[config.mk]
export PLATFORM = sky130hd
export DESIGN_NAME = ssrr_receiver
export DESIGN_NICKNAME = d
export VERILOG_FILES = /design/src/inc/ssrr_pkg.sv /design/src/core/ssrr_char_mem.sv /design/src/core/ssrr_receiver.sv
export SDC_FILE = /design/constraint.sdc
export NUM_CORES = 1
export LEC_CHECK = 0
export ABC_CLOCK_PERIOD_IN_PS = 8700
export BUFFER_PORTS_ARGS = -buffer_cell sky130_fd_sc_hd__buf_2
export CAP_MARGIN = 20
export CORE_MARGIN = 4
export CORE_UTILIZATION = 60
export CTS_CLUSTER_DIAMETER = 30
export DETAILED_ROUTE_END_ITERATION = 8
export PLACE_DENSITY = 0.81
export SLEW_MARGIN = 30
export SYNTH_ARGS = -nofsm -noshare
export SYNTH_HDL_FRONTEND = slang
export SYNTH_SLANG_ARGS = --single-unit
[constraint.sdc]
create_clock -name ref_clk_in -period 8.7 [get_ports ref_clk_in]
set_input_delay 0.435 -clock ref_clk_in [delete_from_list [all_inputs] [get_ports ref_clk_in]]
set_output_delay 0.435 -clock ref_clk_in [all_outputs]
set_load 0.005 [all_outputs]
[src/inc/ssrr_pkg.sv]
package ssrr_pkg;
  // Clock and timing
  localparam int CLK_MHZ = 25;
  localparam int BIT_US = 950;
  localparam int HALF_BIT_US = 475;
  localparam int STOP5_US = 2900;
  localparam int STOPU_US = 950;
  localparam int BIT_CYC = BIT_US * CLK_MHZ;
  localparam int HALF_CYC = HALF_BIT_US * CLK_MHZ;
  localparam int STOP5_CYC = STOP5_US * CLK_MHZ;
  localparam int STOPU_CYC = STOPU_US * CLK_MHZ;
  localparam int CW = 17;
  localparam int BW = 16;

  // Character shape
  localparam int DW = 8;
  localparam int MIN_BITS = 5;
  localparam int MKW = 9;
  localparam logic MARK = 1'b1;

  // Character history memory
  localparam int HD = 8;
  localparam int HAW = 3;

  // Register byte offsets
  localparam int AW = 6;
  localparam logic [5:0] OFF_CTRL = 6'h00;
  localparam logic [5:0] OFF_BAUD = 6'h04;
  localparam logic [5:0] OFF_STAT = 6'h08;
  localparam logic [5:0] OFF_LAST = 6'h0C;
  localparam logic [5:0] OFF_HIST = 6'h20;

  // Control fields
  localparam int CTRL_TEST = 0;
  localparam int CTRL_UNIV = 1;
  localparam int CTRL_LEN = 2;
  localparam logic [1:0] LEN_RST = 2'h3;

  // Status fields
  localparam int ST_SYNC = 0;
  localparam int ST_CTRL = 1;
  localparam int ST_STOP = 2;
  localparam int ST_MOTOR = 3;
  localparam int ST_CARR = 4;
  localparam int ST_LATE = 5;
  localparam int ST_PTR = 8;

  // Receive phase, Gray order
  typedef enum logic [1:0] {
    PH_IDLE = 2'h0,
    PH_DELAY = 2'h1,
    PH_RUN = 2'h3,
    PH_STOP = 2'h2
  } ssrr_phase_type;
endpackage

[src/core/ssrr_char_mem.sv]
`timescale 1ns/1ps
module ssrr_char_mem (
  // Clock and reset
  input wire logic ref_clk_in,
  input wire logic rst_in,
  input wire logic ce_in,
  // Write port
  input wire logic wr_en_in,
  input wire logic [ssrr_pkg::HAW-1:0] wr_addr_in,
  input wire logic [ssrr_pkg::DW-1:0] wr_data_in,
  // Read port
  input wire logic [ssrr_pkg::HAW-1:0] rd_addr_in,
  output logic [ssrr_pkg::DW-1:0] rd_data_out
);
  typedef struct packed {
    logic [ssrr_pkg::HD-1:0][ssrr_pkg::DW-1:0] mem;
    logic [ssrr_pkg::DW-1:0] rd;
  } ssrr_mem_state_type;

  ssrr_mem_state_type m_q;
  ssrr_mem_state_type m_d;

  always_comb begin
    m_d = m_q;
    if (ce_in) begin
      m_d.rd = m_q.mem[rd_addr_in];
      if (wr_en_in) begin
        m_d.mem[wr_addr_in] = wr_data_in;
      end
    end
  end

  always_ff @(posedge ref_clk_in or posedge rst_in) begin
    if (rst_in) begin
      m_q <= '0;
    end else begin
      m_q <= m_d;
    end
  end

  assign rd_data_out = m_q.rd;
endmodule

[src/core/ssrr_receiver.sv]
`timescale 1ns/1ps
// What this block does
// (RULE1) Motor run follows the modem data-mode interlock, dropping at disconnect.
// (RULE2) Without carrier the received input is forced to MARK.
// (RULE3) With carrier the real line signal reaches the receiver.
// (RULE4) A start transition runs a half-bit delay before the start pulse.
// (RULE5) Start pulse sets the control flop; oscillator then advances once per bit.
// (RULE6) Advances shift marker and data; marker at last stage primes the clear.
// (RULE7) Clearing the control flop stops the oscillator and fires the stop one-shot.
// (RULE8) Stop one-shot length is 2.9 ms or 0.95 ms by configuration.
// (RULE9) Firing the stop one-shot clears the sync flop.
// (RULE10) With sync clear the gate holds idle until the line is seen at MARK outside the stop interval, or sync set.
// (RULE11) Stop end sets the sync flop only when the line is at MARK.
// (RULE12) SPACE at stop end leaves the sync flop as it was.
// (RULE13) An enabled MARK-to-SPACE edge starts a character only from idle, never mid-character.
// (RULE14) Repeated deferral slides the start later until alignment returns.
// (RULE15) In operate mode the sync flop enables the signal gate.
// (RULE16) Reset sets the control flop and runs one cycle to clear sync.
// (RULE17) Test mode forces open line and gates from the stop one-shot.
// (RULE18) Data bits five to eight and bit period are configurable.
// (RULE19) All one-shots are counters on the system clock.
module ssrr_receiver #(
  parameter logic [15:0] BIT_CYC_DEF = 16'(ssrr_pkg::BIT_CYC),
  parameter logic [16:0] STOP5_CYC = 17'(ssrr_pkg::STOP5_CYC),
  parameter logic [16:0] STOPU_CYC = 17'(ssrr_pkg::STOPU_CYC)
) (
  // Clock, reset, enable
  input wire logic ref_clk_in,
  input wire logic rst_in,
  input wire logic ce_in,
  // Avalon-MM slave
  input wire logic [ssrr_pkg::AW-1:0] avs_address_in,
  input wire logic avs_read_in,
  input wire logic avs_write_in,
  input wire logic [31:0] avs_writedata_in,
  input wire logic [3:0] avs_byteenable_in,
  output logic [31:0] avs_readdata_out,
  output logic avs_waitrequest_out,
  // Modem side
  input wire logic line_in,
  input wire logic carrier_in,
  input wire logic interlock_in,
  // Receiver outputs
  output logic motor_run_out,
  output logic signal_gate_out,
  output logic sync_flop_out,
  output logic char_valid_out,
  output logic [ssrr_pkg::DW-1:0] char_data_out
);
  typedef struct packed {
    logic [2:0] s1;
    logic [2:0] s2;
    ssrr_pkg::ssrr_phase_type ph;
    logic [ssrr_pkg::CW-1:0] cnt;
    logic [ssrr_pkg::MKW-1:0] mk;
    logic [ssrr_pkg::DW-1:0] sh;
    logic pwr;
    logic sync;
    logic arm;
    logic prev;
    logic late;
    logic motor;
    logic ack;
    logic rsel;
    logic test;
    logic univ;
    logic [1:0] len;
    logic [ssrr_pkg::BW-1:0] baud;
    logic [31:0] rdata;
    logic [ssrr_pkg::DW-1:0] last;
    logic [ssrr_pkg::HAW-1:0] wptr;
    logic cval;
  } ssrr_state_type;

  ssrr_state_type q;
  ssrr_state_type n;

  logic line_eff;
  logic gate_block;
  logic gate;
  logic fall;
  logic adv;
  logic prime;
  logic req;
  logic [3:0] nbits;
  logic [ssrr_pkg::CW-1:0] half_cnt;
  logic [ssrr_pkg::CW-1:0] bit_cnt;
  logic [ssrr_pkg::CW-1:0] stop_len;
  logic [ssrr_pkg::DW-1:0] mem_rd;
  logic late_ev;
  logic [31:0] ctl_new;
  logic [31:0] baud_new;

  // Register offset match
  function automatic logic hit(input logic [ssrr_pkg::AW-1:0] a,
                               input logic [ssrr_pkg::AW-1:0] off);
    hit = (a[ssrr_pkg::AW-1:2] == off[ssrr_pkg::AW-1:2]);
  endfunction

  // Byte-lane merge of a write
  function automatic logic [31:0] merge(input logic [31:0] old,
                                        input logic [31:0] wd,
                                        input logic [3:0] be);
    logic [31:0] r;
    r = old;
    for (int i = 0; i < 4; i++) begin
      if (be[i]) begin
        r[8*i +: 8] = wd[8*i +: 8];
      end
    end
    merge = r;
  endfunction

  // Status word
  function automatic logic [31:0] status(input ssrr_state_type s);
    logic [31:0] r;
    r = 32'h0;
    r[ssrr_pkg::ST_SYNC] = s.sync;
    r[ssrr_pkg::ST_CTRL] = (s.ph == ssrr_pkg::PH_RUN);
    r[ssrr_pkg::ST_STOP] = (s.ph == ssrr_pkg::PH_STOP);
    r[ssrr_pkg::ST_MOTOR] = s.motor;
    r[ssrr_pkg::ST_CARR] = s.s2[1];
    r[ssrr_pkg::ST_LATE] = s.late;
    r[ssrr_pkg::ST_PTR +: ssrr_pkg::HAW] = s.wptr;
    status = r;
  endfunction

  ssrr_char_mem u_mem (
    .ref_clk_in(ref_clk_in),
    .rst_in(rst_in),
    .ce_in(ce_in),
    .wr_en_in(q.cval),
    .wr_addr_in(q.wptr),
    .wr_data_in(q.last),
    .rd_addr_in(avs_address_in[ssrr_pkg::HAW+1:2]),
    .rd_data_out(mem_rd)
  );

  always_comb begin
    n = q;
    nbits = 4'(ssrr_pkg::MIN_BITS) + {2'h0, q.len}; // RULE18
    half_cnt = {2'h0, q.baud[ssrr_pkg::BW-1:1]} - 17'h1; // RULE4 RULE19
    bit_cnt = {1'b0, q.baud} - 17'h1; // RULE18 RULE19
    stop_len = (q.univ ? STOPU_CYC : STOP5_CYC) - 17'h1; // RULE8 RULE19
    line_eff = ssrr_pkg::MARK; // RULE2
    if (q.s2[1]) begin
      line_eff = q.test ? !ssrr_pkg::MARK : q.s2[0]; // RULE3 RULE17
    end
    // Test holds the line open, so blank characters repeat
    gate_block = q.test ? (q.ph == ssrr_pkg::PH_STOP) // RULE17
                        : (!q.sync && !q.arm); // RULE10 RULE15
    gate = gate_block ? ssrr_pkg::MARK : line_eff;
    fall = q.prev && !gate; // RULE13
    adv = (q.ph == ssrr_pkg::PH_RUN) && (q.cnt == 17'h0); // RULE5
    prime = q.mk[nbits]; // RULE6
    req = avs_read_in || avs_write_in;
    late_ev = q.ph == ssrr_pkg::PH_STOP && q.cnt == 17'h0 && !q.test
              && line_eff != ssrr_pkg::MARK;
    ctl_new = merge({28'h0, q.len, q.univ, q.test}, avs_writedata_in, avs_byteenable_in);
    baud_new = merge({16'h0, q.baud}, avs_writedata_in, avs_byteenable_in);
    if (ce_in) begin
      n.s1 = {interlock_in, carrier_in, line_in};
      n.s2 = q.s1;
      n.motor = q.s2[2]; // RULE1
      n.prev = gate;
      n.cval = 1'b0;
      if (q.cval) begin
        n.wptr = q.wptr + 3'h1;
      end
      if (!q.sync && q.ph != ssrr_pkg::PH_STOP && line_eff == ssrr_pkg::MARK) begin
        n.arm = 1'b1; // RULE10 RULE14
      end
      case (q.ph)
        ssrr_pkg::PH_IDLE: begin
          if (fall) begin
            n.ph = ssrr_pkg::PH_DELAY; // RULE4 RULE13
            n.cnt = half_cnt;
          end
        end
        ssrr_pkg::PH_DELAY: begin
          if (q.cnt == 17'h0) begin
            n.ph = ssrr_pkg::PH_RUN; // RULE5
            n.cnt = bit_cnt;
            n.mk = 9'h001;
            n.sh = 8'h00;
          end else begin
            n.cnt = q.cnt - 17'h1;
          end
        end
        ssrr_pkg::PH_RUN: begin
          if (!adv) begin
            n.cnt = q.cnt - 17'h1;
          end else if (q.pwr || prime) begin
            n.ph = ssrr_pkg::PH_STOP; // RULE7 RULE16
            n.cnt = stop_len;
            n.pwr = 1'b0;
            n.sync = 1'b0; // RULE9
            n.arm = 1'b0;
            if (!q.pwr) begin
              n.cval = 1'b1;
              n.last = q.sh >> (4'(ssrr_pkg::DW) - nbits);
            end
          end else begin
            n.cnt = bit_cnt;
            n.mk = q.mk << 1; // RULE6
            n.sh = {line_eff, q.sh[ssrr_pkg::DW-1:1]};
          end
        end
        ssrr_pkg::PH_STOP: begin
          if (q.cnt != 17'h0) begin
            n.cnt = q.cnt - 17'h1;
          end else begin
            n.ph = ssrr_pkg::PH_IDLE;
            if (!q.test && line_eff == ssrr_pkg::MARK) begin
              n.sync = 1'b1; // RULE11
            end else if (!q.test) begin
              n.late = 1'b1; // RULE12 RULE14
            end
          end
        end
        default: begin
          n.ph = ssrr_pkg::PH_IDLE;
        end
      endcase
      // Bus slave, one wait state
      if (req && !q.ack) begin
        n.ack = 1'b1;
        n.rsel = hit(avs_address_in, ssrr_pkg::OFF_HIST)
              || avs_address_in[ssrr_pkg::AW-1];
        n.rdata = 32'h0;
        if (hit(avs_address_in, ssrr_pkg::OFF_CTRL)) begin
          n.rdata[ssrr_pkg::CTRL_TEST] = q.test;
          n.rdata[ssrr_pkg::CTRL_UNIV] = q.univ;
          n.rdata[ssrr_pkg::CTRL_LEN +: 2] = q.len;
        end else if (hit(avs_address_in, ssrr_pkg::OFF_BAUD)) begin
          n.rdata[ssrr_pkg::BW-1:0] = q.baud;
        end else if (hit(avs_address_in, ssrr_pkg::OFF_STAT)) begin
          n.rdata = status(q);
        end else if (hit(avs_address_in, ssrr_pkg::OFF_LAST)) begin
          n.rdata[ssrr_pkg::DW-1:0] = q.last;
        end
      end else if (q.ack) begin
        n.ack = 1'b0;
        if (avs_write_in && hit(avs_address_in, ssrr_pkg::OFF_CTRL)) begin
          n.test = ctl_new[ssrr_pkg::CTRL_TEST];
          n.univ = ctl_new[ssrr_pkg::CTRL_UNIV];
          n.len = ctl_new[ssrr_pkg::CTRL_LEN +: 2];
        end
        if (avs_write_in && hit(avs_address_in, ssrr_pkg::OFF_BAUD)) begin
          n.baud = baud_new[ssrr_pkg::BW-1:0];
        end
        // Set wins over clear
        if (avs_write_in && hit(avs_address_in, ssrr_pkg::OFF_STAT)
            && avs_byteenable_in[0] && avs_writedata_in[ssrr_pkg::ST_LATE]
            && !late_ev) begin
          n.late = 1'b0;
        end
      end
    end
  end

  always_ff @(posedge ref_clk_in or posedge rst_in) begin
    if (rst_in) begin
      q <= '0;
      q.ph <= ssrr_pkg::PH_RUN; // RULE16
      q.pwr <= 1'b1;
      q.cnt <= {1'b0, BIT_CYC_DEF} - 17'h1; // RULE16
      q.prev <= ssrr_pkg::MARK;
      q.s1 <= 3'h1;
      q.s2 <= 3'h1;
      q.len <= ssrr_pkg::LEN_RST;
      q.baud <= BIT_CYC_DEF;
    end else begin
      q <= n;
    end
  end

  assign avs_waitrequest_out = req && !(q.ack && ce_in);
  assign avs_readdata_out = q.rsel ? {24'h0, mem_rd} : q.rdata;
  assign motor_run_out = q.motor;
  assign signal_gate_out = q.prev;
  assign sync_flop_out = q.sync;
  assign char_valid_out = q.cval;
  assign char_data_out = q.last;
endmodule

After elaboration in Yosys (flattened, before gate mapping)
Cells that the tools add are included.
Widths: inputs -> output; s select.
{"block": "totals", "word_cells": 160, "inputBits": 50, "ff_bits": 186, "output_inout_bits": 45}
{"block": "op_classes", "addsub": 7, "n_reduce_logical": 46, "muxes": 51, "n_bitwise": 3, "n_eq_ne": 16, "shift": 1, "n_lt_le_gt_ge": 4}
{"op": "$mux 17", "n": 7}
{"op": "$pmux 19 s4", "n": 1}
{"op": "$bwmux 64", "n": 1}
{"op": "$pmux 17 s2", "n": 1}
{"op": "$sub 17x1->17 const B", "n": 2}
{"op": "$mux 32", "n": 1}
{"op": "$mux 8", "n": 4}
{"op": "$reduce_and 5->1", "n": 5}
{"op": "$bmux 8 s3", "n": 1}
{"op": "$demux 8 s3", "n": 1}
{"op": "$mux 1", "n": 21}
{"op": "$mux 20", "n": 1}
{"op": "$logic_and 1x1->1", "n": 19}
{"op": "$mux 19", "n": 1}
{"op": "$logic_not 17->1", "n": 1}
{"op": "$reduce_bool 17->1", "n": 1}
{"op": "$sub 16x1->17 const B", "n": 1}
{"op": "$mux 16", "n": 1}
{"op": "$sub 15x1->16 const B", "n": 1}
{"op": "$mux 12", "n": 1}
{"op": "$ne 2x2->1 const B", "n": 6}
{"op": "$reduce_and 6->1", "n": 2}
{"op": "$eq 4x2->1 const B", "n": 2}
{"op": "$lt 3x4->1 const B", "n": 2}
{"op": "other kinds (25)", "n": 44}

Longest topological paths before layout
{"block": "logic_depth", "ltp_word": 9, "ltp_mapped": 11, "depth_no_buf": 8}

By module
A second synthesis with hierarchy kept.
{"block": "unflattened", "hier_cells": 936, "area_unflattened_um2": 9795.6}
{"mod": "ssrr_receiver", "cells_each": 691, "instances": 1, "area_per_inst_um2": 6354.8, "seq_area_each_um2": 2482.4}
{"mod": "ssrr_char_mem", "cells_each": 245, "instances": 1, "area_per_inst_um2": 3440.8, "seq_area_each_um2": 1801.7}

Worst setup path before layout
OpenSTA, ideal clock, no wires.
{"block": "synth_timing", "path_type": "register -> register", "startpoint": "reg q[60] (netlist name)", "endpoint": "reg q[74] (netlist name)", "n_path_buf": 3, "period_less_slack_ns": 2.462, "path_stages_with_launch": 11, "slack_ns": 6.238, "arrival_time_ns": 2.343, "required_ns": 8.581, "setup_ns": 0.119, "path_cell_list": "dfstp_2 -> ha_1 -> buf_4 -> nor2b_1 -> a22oi_1 -> a21oi_2 -> or3_1 -> buf_2 -> buf_2 -> nand2_1 -> o21ai_2"}
{"block": "synth_via", "elab_chain_len": 6}
{"item": "start: declaration", "line": "ssrr_receiver.sv:75", "text": "ssrr_state_type q;"}
{"item": "start signal: assignment", "line": "ssrr_receiver.sv:274", "text": "q <= n;"}
{"item": "$add 3x2->4", "line": "ssrr_receiver.sv:141", "text": "nbits = 4'(ssrr_pkg::MIN_BITS) + {2'h0, q.len};"}
{"item": "$bmux 1 s4", "line": "ssrr_receiver.sv:155", "text": "prime = q.mk[nbits];"}
{"item": "$mux 1 (not written as such)", "line": "ssrr_receiver.sv:155"}
{"item": "$logic_or 1x1->1", "line": "ssrr_receiver.sv:193", "text": "end else if (q.pwr || prime) begin"}
{"item": "$ne 2x2->1 (no source line)"}
{"item": "$reduce_and 5->1 (no source line)"}
Every way passes these cells. The select of a mux whose other input is x is not followed.
A chain may end at the register's enable or synchronous reset.

Worst setup path after layout
{"block": "layout_timing", "startpoint": "reg q[60] (netlist name)", "endpoint": "reg q[78] (netlist name)"}
The elaborated chain is that of the path after synthesis.

==> results.sh <==
export IMPL_outcome="completed"
export IMPL_utilization_pct=66.93
export IMPL_holdWs_ps=119.4
export IMPL_drtIter0Drc=696
export IMPL_ant_nets=0
export IMPL_grt_pass1_vias=6943
export IMPL_crit_path_start_kind="register"
export IMPL_clockBufferDepth=2
export IMPL_port_buffers=58
export IMPL_crit_type="reg -> reg"
export IMPL_core_area_mm2=0.01531
export IMPL_arrival_ps=3630
export IMPL_netSwitchingFraction_pct=29.65
export IMPL_synth_common_cells="dfrtp_1 (146), mux2_2 (101), nand2_1 (98)"
export IMPL_fin_setup_tns_ps=0
export IMPL_power_mw=2.055
export IMPL_chipHeight_um=133.5
export IMPL_pwr_share_seq_pct=46.1
export IMPL_ys_warn_count=0
export IMPL_vias_per_cell=6.428
export IMPL_yosysMostFrequentCell="dfrtp_1"
export IMPL_final_cell_area_mm2=0.01025
export IMPL_p_switching_mw=0.6093
export IMPL_grt_usage_pct=26.79
export IMPL_fin_crit_sh_pct=38.30
export IMPL_fp_dieW_um=133.5
export IMPL_cts_resized=0
export IMPL_hold_buffers=0
export IMPL_maxSlewViolCount=0
export IMPL_layout_drive_gt1_share_pct=30.84
export IMPL_synth_area_leaders="dfrtp_1 (39%), mux2_2 (12%), dfstp_2 (6.7%)"
export IMPL_cp_max_fo=32
export IMPL_syn_area_per_cell_um2=10.84
export IMPL_synth_area_mm2=0.009449
export IMPL_overflow=0
export IMPL_clock_sinks=170
export IMPL_grt_pass1_wl_um=37320
export IMPL_critPathBufInv=0
export IMPL_ios=95
export IMPL_irDropWorstVdd_uv=142.9
export IMPL_die_area_mm2=0.01782
export IMPL_synthCells=872
export IMPL_fillers=1147
export IMPL_yosysTopAreaCell="dfrtp_1"
export IMPL_synth_edf_count=0
export IMPL_synth_async_sr_flop_share_pct=100.0
export IMPL_min_period_ps=3332
export IMPL_rows=45
export IMPL_maxSlewHeadroom_pct=36.26
export IMPL_tightest_slew_ps=952.6
export IMPL_hp_class="in -> async"
export IMPL_combPwrFrac_pct=15.3
export IMPL_clkPwrFrac_pct=38.6
export IMPL_initial_core_util_pct=61.70
export IMPL_synth_top_area_share_pct=38.67
export IMPL_globalplace_congestion=0.9393
export IMPL_cts_max_level=4
export IMPL_hpwl_um=15420
export IMPL_max_stage_delay_ps=830
export IMPL_cts_tree="built"
export IMPL_clk_latency_ps=440
export IMPL_synth_cell_types=81
export IMPL_synth_flop_cell="dfrtp_1"
export IMPL_numCtsBuffers=17
export IMPL_wl_per_cell_um=20.78
export IMPL_hold_viol=0
export IMPL_synth_seq_cells=170
export IMPL_internal_power_mw=1.446
export IMPL_antenna_found_initial=0
export IMPL_route_vias_total=7109
export IMPL_drc=0
export IMPL_postCtsSetupBuffers=0
export IMPL_multi_input_area_mm2=0.004703
export IMPL_final_nets=939
export IMPL_seqCellArea_mm2=0.004284
export IMPL_end_kind="register"
export IMPL_maxCapViolations=0
export IMPL_seq_area_frac_synth_pct=45.34
export IMPL_crit_slowest_cell="or3_2"
export IMPL_dr_pass1_iters=6
export IMPL_powerDensity_mw_per_mm2=200.5
export IMPL_cts_root_buf="clkbuf_16"
export IMPL_cp_required_ps=9000
export IMPL_cp_cell_sequence="ha_1 > and2b_1 > a31oi_1 > a21oi_2 > or3_2 > nand2_1 > o21ai_2"
export IMPL_totalWireLength_um=22990
export IMPL_fmax_ghz=0.3001
export IMPL_finalSetupViolations=0
export IMPL_p_leak_nw=4.547
export IMPL_rsz0062_at_grt="no"
export IMPL_critPathTopFamily="simple AND/OR/NAND/NOR gates"
export IMPL_clock_skew_ps=8.739
export IMPL_post_dp_cell_area_mm2=0.009633
export IMPL_grt_max_degree=104
export IMPL_diodes=0
export IMPL_path_clk_slew_ps=70
export IMPL_area_delta_synth_final_pct=8.474
-- cells in the final DEF (no fill, tap or decap), types with 6 or more instances in the layout --
cell       instances
nand3_1           14
xnor2_1           24
buf_2             58
nand2_1           98
nand2b_1           7
nor3_1            17
o21ai_0           29
nand4_1            7
clkbuf_16         17
dfstp_2           24
conb_1            16
dfrtp_1          146
ha_1               7
mux2_2           101
o21ai_1           25
mux2i_1           17
mux4_2            23
nor2_1            45
or3_1              7
o21ai_2           10
nor2b_1           13
a31oi_1            8
a22oi_1           10
inv_1             10
a21oi_1           30
xor2_1            13
a22o_1            11
inv_6              6
-- flip-flops by register name, summed over array words and instances (netlist names) --
name / flops
sync_flop_out: 1
char_data_out: 8
u_mem.m_q: 64
char_valid_out: 1
u_mem.rd_data_out: 8
signal_gate_out: 1
q: 86
motor_run_out: 1
-- area by class of cell --
cell class              instances  area share, %
multi-input cells             617          45.89
flip-flops and latches        170          41.80
repair buffers                 63          3.198
clock inverters                14          1.709
clock buffers                  18          4.285
well taps                     211          2.576
inverters                      13         0.5493
-- path summary, 6_finish.rpt --
check                      depth (start not counted)                    to  slack, ps  startpoint
setup reg to reg                                   7                 q[78]       5370       q[60]
hold / removal                                     2  u_mem.rd_data_out[6]        120      rst_in
hold reg to reg                                    1                 q[71]        480       q[71]
max in group asynchronous                          3                 q[47]       7310      rst_in
min in group ref_clk_in                            2                q[112]        240  carrier_in
setup / recovery                                   7                 q[78]       5370       q[60]
-- through the flow --
step                      std cells  setup WS (ps)
after floorplan                 887           3701
after global placement         1074           5325
after detailed placement       1074           5378
after CTS                      1106           5359
after global routing           1106           5109
final                          1106           5368
-- routing by layer --
layer  part of all wire [%]  GRT usage (%)  vias to the layer above
met2                     47          41.25                      399
met1                     41          37.11                     3513
met5                      0              0                        -
met4                    2.7          9.143                        0
met3                    9.5          7.326                       59
li1                       -              -                     3138
-- cell families (layout without fill, tap and decap cells) --
logic type	count (synthesis)	in the layout	synth area share, %
other cells	1	16	0.03969
compound gates	172	172	12.13
flops	170	170	45.34
simple gates	244	244	13.32
buf+inv	100	108	5.495
fa+ha+maj	7	7	0.9269
mux	141	141	19.32
xor+xnor	37	37	3.430
-- power by group through the flow --
| stage | clock network [mW] | logic, mW | registers [mW] |
|---|---|---|---|
| finish | 0.793 | 0.315 | 0.947 |
| global route | 0.838 | 0.348 | 0.954 |
| CTS | 0.805 | 0.313 | 0.943 |
| detailed placement | 0 | 0.311 | 0.957 |
| global placement | 0 | 0.303 | 0.954 |
| floorplan | 0 | 0.275 | 0.916 |
(Power assumes the default switching activity.)
